$ cat src/pcld_pkg.sv
// shared constants and types of the pulse-count LED dimmer
package pcld_pkg;
  // system clock rate
  localparam int CLK_FREQ_MHZ = 200;
  // shortest accepted level on the enable pin, and its cycle count
  localparam int GLITCH_NS  = 200;
  localparam int GLITCH_CYC = (GLITCH_NS * CLK_FREQ_MHZ + 999) / 1000;
  // continuous low time that forces shutdown (nominal), and its cycles
  localparam int SHDN_US  = 3000;
  localparam int SHDN_CYC = SHDN_US * CLK_FREQ_MHZ;
  // brightness code: 31 is full scale, 0 is zero current
  localparam int              LEVEL_W       = 5;
  localparam logic [4:0]      LEVEL_FULL    = 5'h1f;
  localparam logic [4:0]      LEVEL_ZERO    = 5'h00;
  localparam logic [4:0]      COUNT_RST     = 5'h00;
  localparam int              FULL_SCALE_MA = 25;
  localparam int              NUM_CH        = 4;
  localparam logic [1:0]      SYNC_RST      = 2'h0;
  // device power state
  typedef enum logic {PCLD_OFF, PCLD_ON} pcld_state_e;
endpackage

$ cat src/pcld_filt_if.sv
// filtered enable pin level and rising-edge event between the modules
`timescale 1ns/1ps
interface pcld_filt_if;
  logic level;
  logic rise;
  modport src (output level, output rise);
  modport dst (input level, input rise);
endinterface

$ cat src/pcld_top.sv
// digital control of a four-channel pulse-count dimmed LED sink driver
`timescale 1ns/1ps
// Notes on behaviour
// - a first high from shutdown enables all channels at 25 mA.
// - each later rise while on lowers the current by 1/31 of full scale, except a rise at zero, which returns it to full scale.
// - step 30 gives the lowest nonzero level, 31 zero, 32 full scale.
// - current is full scale times (31 - n) / 31 for n steps taken.
// - there are 32 levels, chosen only by pulsing the enable pin.
// - pulse counts 1, 30, 31, 32 give about 97, 3, 0, 100 percent.
// - a low as long as the timeout shuts down and forgets the level.
// - lows below the minimum low time are filtered and do not step.
// - lows above the maximum low time may end in shutdown instead.
// - supply lockout switches all channels off and resets the level.
// - in shutdown every sink output is high impedance.
// - one pin both enables the device and carries the stepping pulses.
// - the shutdown timeout lies between 2 ms and 5 ms, nominally 3 ms.
module pcld_top
  import pcld_pkg::*;
#(
  parameter int SHDN_CYCLES = SHDN_CYC,
  parameter int FILT_CYCLES = GLITCH_CYC
) (
  input  wire logic              clk_sys_i,
  input  wire logic              rst_n_i,
  input  wire logic              enable_dim_input_i,
  input  wire logic              supply_lockout_i,
  output logic [NUM_CH-1:0]      led_sink_output_en_o,
  output logic [LEVEL_W-1:0]     dim_level_o
);
  localparam int             SW        = $clog2(SHDN_CYCLES + 1);
  localparam logic [SW-1:0]  SHDN_LAST = SW'(SHDN_CYCLES - 1);

  pcld_filt_if flt ();

  pcld_state_e        state_reg;
  pcld_state_e        state_next;
  logic [LEVEL_W-1:0] count_reg;
  logic [LEVEL_W-1:0] count_next;
  logic [SW-1:0]      lo_cnt_reg;
  logic [SW-1:0]      lo_cnt_next;
  logic [1:0]         lock_sync_reg;
  logic [1:0]         lock_sync_next;
  logic [NUM_CH-1:0]  en_reg;
  logic [NUM_CH-1:0]  en_next;
  logic [LEVEL_W-1:0] level_reg;
  logic [LEVEL_W-1:0] level_next;
  logic               lock;
  logic               timeout;

  // brightness code from the number of steps taken since enabling
  function automatic logic [LEVEL_W-1:0] level_of(
    input logic [LEVEL_W-1:0] steps
  );
    return LEVEL_FULL - steps;
  endfunction

  // the single pin is synchronised and filtered before any use
  pcld_pin_filter #(
    .FILT_CYC (FILT_CYCLES)
  ) u_filter (
    .clk_sys_i (clk_sys_i),
    .rst_n_i   (rst_n_i),
    .pin_i     (enable_dim_input_i),
    .flt       (flt.src)
  );

  assign lock    = lock_sync_reg[1];
  assign timeout = !flt.level && (lo_cnt_reg == SHDN_LAST);

  // power state, step counter and low-time counter
  always_comb begin
    lock_sync_next = {lock_sync_reg[0], supply_lockout_i};
    state_next     = state_reg;
    count_next     = count_reg;
    lo_cnt_next    = '0;
    case (state_reg)
      PCLD_OFF: begin
        if (flt.rise) begin
          state_next = PCLD_ON;
          count_next = COUNT_RST;
        end
      end
      PCLD_ON: begin
        if (timeout) begin
          state_next = PCLD_OFF;
          count_next = COUNT_RST;
        end else if (!flt.level) begin
          // the low-time clock only runs while the filtered pin is low
          lo_cnt_next = lo_cnt_reg + 1'b1;
        end else if (flt.rise) begin
          // 5-bit wrap: step 31 gives zero, step 32 full scale again
          count_next = count_reg + 1'b1;
        end
      end
      default: begin
        state_next = PCLD_OFF;
        count_next = COUNT_RST;
      end
    endcase
    // lockout wins over everything and restores defaults
    if (lock) begin
      state_next  = PCLD_OFF;
      count_next  = COUNT_RST;
      lo_cnt_next = '0;
    end
  end

  // outputs are registered copies of the next state, so they never lag
  always_comb begin
    if (state_next == PCLD_ON) begin
      en_next    = {NUM_CH{1'b1}};
      level_next = level_of(count_next);
    end else begin
      en_next    = '0;
      level_next = LEVEL_ZERO;
    end
  end

  // registers only
  always_ff @(posedge clk_sys_i or negedge rst_n_i) begin
    if (!rst_n_i) begin
      state_reg     <= PCLD_OFF;
      count_reg     <= COUNT_RST;
      lo_cnt_reg    <= '0;
      lock_sync_reg <= SYNC_RST;
      en_reg        <= '0;
      level_reg     <= LEVEL_ZERO;
    end else begin
      state_reg     <= state_next;
      count_reg     <= count_next;
      lo_cnt_reg    <= lo_cnt_next;
      lock_sync_reg <= lock_sync_next;
      en_reg        <= en_next;
      level_reg     <= level_next;
    end
  end

  assign led_sink_output_en_o = en_reg;
  assign dim_level_o          = level_reg;
endmodule

$ cat src/pcld_pin_filter.sv
// synchroniser and glitch filter for the enable and dimming pin
`timescale 1ns/1ps
module pcld_pin_filter
  import pcld_pkg::*;
#(
  parameter int FILT_CYC = GLITCH_CYC
) (
  input  wire logic clk_sys_i,
  input  wire logic rst_n_i,
  input  wire logic pin_i,
  pcld_filt_if.src  flt
);
  localparam int             CW       = $clog2(FILT_CYC + 1);
  localparam logic [CW-1:0]  CNT_LAST = CW'(FILT_CYC - 1);

  logic [1:0]    sync_reg;
  logic [1:0]    sync_next;
  logic [CW-1:0] cnt_reg;
  logic [CW-1:0] cnt_next;
  logic          level_reg;
  logic          level_next;
  logic          rise_reg;
  logic          rise_next;

  // a new level is taken only after it held for FILT_CYC samples, so
  // short lows never count as a dimming step
  always_comb begin
    sync_next  = {sync_reg[0], pin_i};
    cnt_next   = '0;
    level_next = level_reg;
    rise_next  = 1'b0;
    if (sync_reg[1] != level_reg) begin
      if (cnt_reg == CNT_LAST) begin
        level_next = sync_reg[1];
        rise_next  = sync_reg[1];
      end else begin
        cnt_next = cnt_reg + 1'b1;
      end
    end
  end

  // registers only
  always_ff @(posedge clk_sys_i or negedge rst_n_i) begin
    if (!rst_n_i) begin
      sync_reg  <= SYNC_RST;
      cnt_reg   <= '0;
      level_reg <= 1'b0;
      rise_reg  <= 1'b0;
    end else begin
      sync_reg  <= sync_next;
      cnt_reg   <= cnt_next;
      level_reg <= level_next;
      rise_reg  <= rise_next;
    end
  end

  assign flt.level = level_reg;
  assign flt.rise  = rise_reg;
endmodule

$ cat config.mk
export PLATFORM = sky130hd
export DESIGN_NAME = pcld_top
export DESIGN_NICKNAME = d
export VERILOG_FILES = /design/src/pcld_pkg.sv /design/src/pcld_filt_if.sv /design/src/pcld_top.sv /design/src/pcld_pin_filter.sv
export SDC_FILE = /design/constraint.sdc
export NUM_CORES = 1
export LEC_CHECK = 0
export BUFFER_PORTS_ARGS = -buffer_cell sky130_fd_sc_hd__buf_2
export CORE_UTILIZATION = 36
export DETAILED_ROUTE_END_ITERATION = 10
export GPL_ROUTABILITY_DRIVEN = 0
export PLACE_DENSITY_LB_ADDON = 0.3
export SLEW_MARGIN = 20
export SYNTH_ARGS = -nofsm -noshare
export SYNTH_HDL_FRONTEND = slang
export SYNTH_HIERARCHICAL = 1
export SYNTH_SLANG_ARGS = --single-unit
$ cat constraint.sdc
create_clock -name clk_sys_i -period 2.2 [get_ports clk_sys_i]
set_clock_uncertainty 0.2 [all_clocks]
set_input_delay 0.22 -clock clk_sys_i [delete_from_list [all_inputs] [get_ports clk_sys_i]]
set_output_delay 0.22 -clock clk_sys_i [all_outputs]
set_load 0.005 [all_outputs]
==> key figures <==
Run status
  • Outcome: completed

Detailed routing
  • Detailed Route Iter0 Violations: 49
  • Total wire length: 3503 um
  • Post-detailed-route wirelength per cell: 12.00 um
  • DRC: 0
  • Final ANT Viol Nets: 0
  • DRT Pass-1 Iters: 4
  • Vias post-DR: 1,447
  • DR vias/cell: 4.955

Die
  • Core region area: 5507 um^2
  • I/O pin count: 13
  • Die X: 77.48 um
  • Die ar.: 6002 um^2
  • Row count: 27
  • Initial Util: 37.24%
  • Die Ht: 77.48 um

Clock tree
  • CTS tree: built
  • CTS Buffer Depth: 2
  • Clock Sinks: 43
  • Clk pin slew, worst setup/hold paths: 0.08 ns
  • CTS H-tree depth: 2
  • Worst-Skew Late Latency: 0.29 ns
  • CTS root buf: clkbuf_8
  • CTS resizes: 0
  • Num CTS Buffers: 5

Timing
  • Final WS setup: 0.06845 ns
  • Final hold vios: 0
  • Final Critical Period: 2.132 ns
  • Setup violations, final: 0
  • Fmax: 469.1 MHz
  • Relative slew slack: 61.68%
  • Slew Viols, Final: 0
  • RSZ-0062 raised after global routing: true
  • Slew @ Worst Pin: 0.5706 ns
  • WHS: 0.1535 ns
  • Period Utilization, post-route: 96.89%

Synth
  • Yosys reg bits: 43
  • Main area contributors after synthesis: dfrtp_1 52%, xnor2_1 5.1%, nor2_1 4.2%, xor2_1 3.8%, nand3_1 3.2%
  • Commonest register cell after synthesis: dfrtp_1
  • YS warnings: 6
  • Syn Nets: 202
  • Mean Syn Cell Area: 10.57 um^2
  • Post-synth EDFFs: 0
  • Synth Cell Area: 2051 um^2
  • Top cell type by total area after synthesis: dfrtp_1
  • Gate Count Post-Synth: 194
  • Synth top cells by count: 43 x dfrtp_1, 23 x nor2_1, 13 x nand3_1, 12 x xnor2_1
  • Most frequent cell after synthesis: dfrtp_1
  • Count of cell types in the netlist: 37
  • Asr flop ratio synth: 100.0%
  • Sequential fraction of the synthesis area: 52.47%
  • Yosys top cell area share: 52.47%

Critical path
  • CP cell instances: or4b_1 -> or4_4 -> nor3_1 -> nor4b_1
  • Slowest cell on crit path: or4b_1
  • Crit start category: flip-flop
  • R2R depth: 4
  • CP Data Arrival Time: 2.09 ns
  • Critical path class: reg -> reg
  • Required time of the critical path: 2.16 ns
  • CP endpoint kind: flip-flop
  • Max FO, Critical Path: 4
  • Slowest Stage Delay on Critical Path: 0.51 ns

Layout
  • Non-filler instance count after layout: 292
  • Share of layout cells above drive strength 1: 17.73%
  • P&R area growth vs syn: 16.05%
  • Max FFs per register: 20
  • Fillers: 523
  • Final nets: 227
  • Number of diodes: 0

Min path
  • Hold path cells: 0
  • Tightest Hold Check Type: reg -> reg

Global routing
  • First-pass GRT wire length: 6417 um
  • Grt ovf: 0
  • Antenna violations before repair: 0
  • Largest net degree at the start of global routing: 21
  • Gr usage total: 13.42%
  • Vias in the first global route: 1,412

Place
  • Place WS: 0.08834 ns
  • Port Buf Inserts: 12
  • Placed cell count: 281
  • HPWL after DPL: 2508 um

Pwr
  • Lkg Pwr: 0.0009734 uW
  • Max VDD drop: 0.0002222 V
  • Power Density: 619.5 nW/um^2

Job
  • Max-Cap Viols: 0
cells by family after synthesis:
logic type	after synthesis	synth area share, %
adder cells (fa/ha/maj)	4	2.441
multiplexers	3	1.586
XOR/XNOR	21	8.969
flip-flops	43	52.47
buffers and inverters	12	3.661
AO/OA/AOI/OAI	25	8.115
AND/OR/NAND/NOR	86	22.76
layout by cell type (no fill, tap or decap), types with 2 or more instances in the layout:
master         count
a21oi_1            8
and3_1             3
buf_2             12
buf_4              9
clkbuf_8           6
dfrtp_1           43
dlygate4sd3_1      3
ha_1               4
inv_1              5
mux2_2             2
nand2_1            9
nand3_1           13
nand3_2            2
nand3b_1           3
nand4_1            4
nor2_1            23
nor3_1             8
nor4_1             2
nor4b_1            3
o21ai_0            4
o31ai_1            8
or3_1              7
or4_1              2
xnor2_1           12
xor2_1             9
power by group:
part / leakage, uW / internal (uW) / switching, uW
Sequential: 0.000589 / 798 / 9.07
Clock: 0.0000612 / 367 / 264
Combinational: 0.000323 / 14.6 / 21.7
cell type report:
type	count	area, um^2	area share [%]
multi-input cells	139	899.6	37.80
clock inverters	2	35.03	1.472
clock buffers	6	82.58	3.470
flip-flops and latches	43	1076	45.22
repair buffers	25	177.7	7.466
well taps	72	90.09	3.785
inverters	5	18.77	0.7886
metrics by stage:
step                      total power [uW]  TNS [ns]  util (%)  instance area [um^2]
after floorplan                      832.0         0         -                  2051
after global placement               855.7         0     40.54                  2232
after detailed placement             856.3         0     40.54                  2232
after CTS                             1498         0     43.22                  2380
after global routing                  1530    -1.098     43.22                  2380
final                                 1474         0     43.22                  2380
worst max-delay path, delay by kind of cell, from the launching register on:
kind | cells | cell delay [ns]
flip-flops | 1 | 0.38
AND/OR/NAND/NOR | 4 | 1.43
path summary, 6_finish.rpt:
path / startpoint / end / slack (ns)
min in group asynchronous: rst_n_i / count_reg[1] / 0.16
max reg2reg: lo_cnt_reg[11] / dim_level_o[0] / 0.07
max: lo_cnt_reg[11] / dim_level_o[0] / 0.07
min: u_filter/sync_reg[0] / u_filter/sync_reg[1] / 0.15
max in group asynchronous: rst_n_i / u_filter/sync_reg[0] / 1.09
min reg2reg: u_filter/sync_reg[0] / u_filter/sync_reg[1] / 0.15
layer usage:
metal / share of wire [%] / vias to the layer above / GRT usage, %
met5: 0 / - / 0
met4: 1.9 / 0 / 5.660
met3: 2.6 / 7 / 3.176
met2: 44 / 19 / 20.62
met1: 51 / 682 / 18.07
li1: - / 739 / -
repair_timing:
item	CTS	global route
hold buffers	3	0
hold endpoints to repair	27	0
setup endpoints to repair	0	30
setup buffers	0	0
No activity file was read; power rests on OpenSTA's default activity.
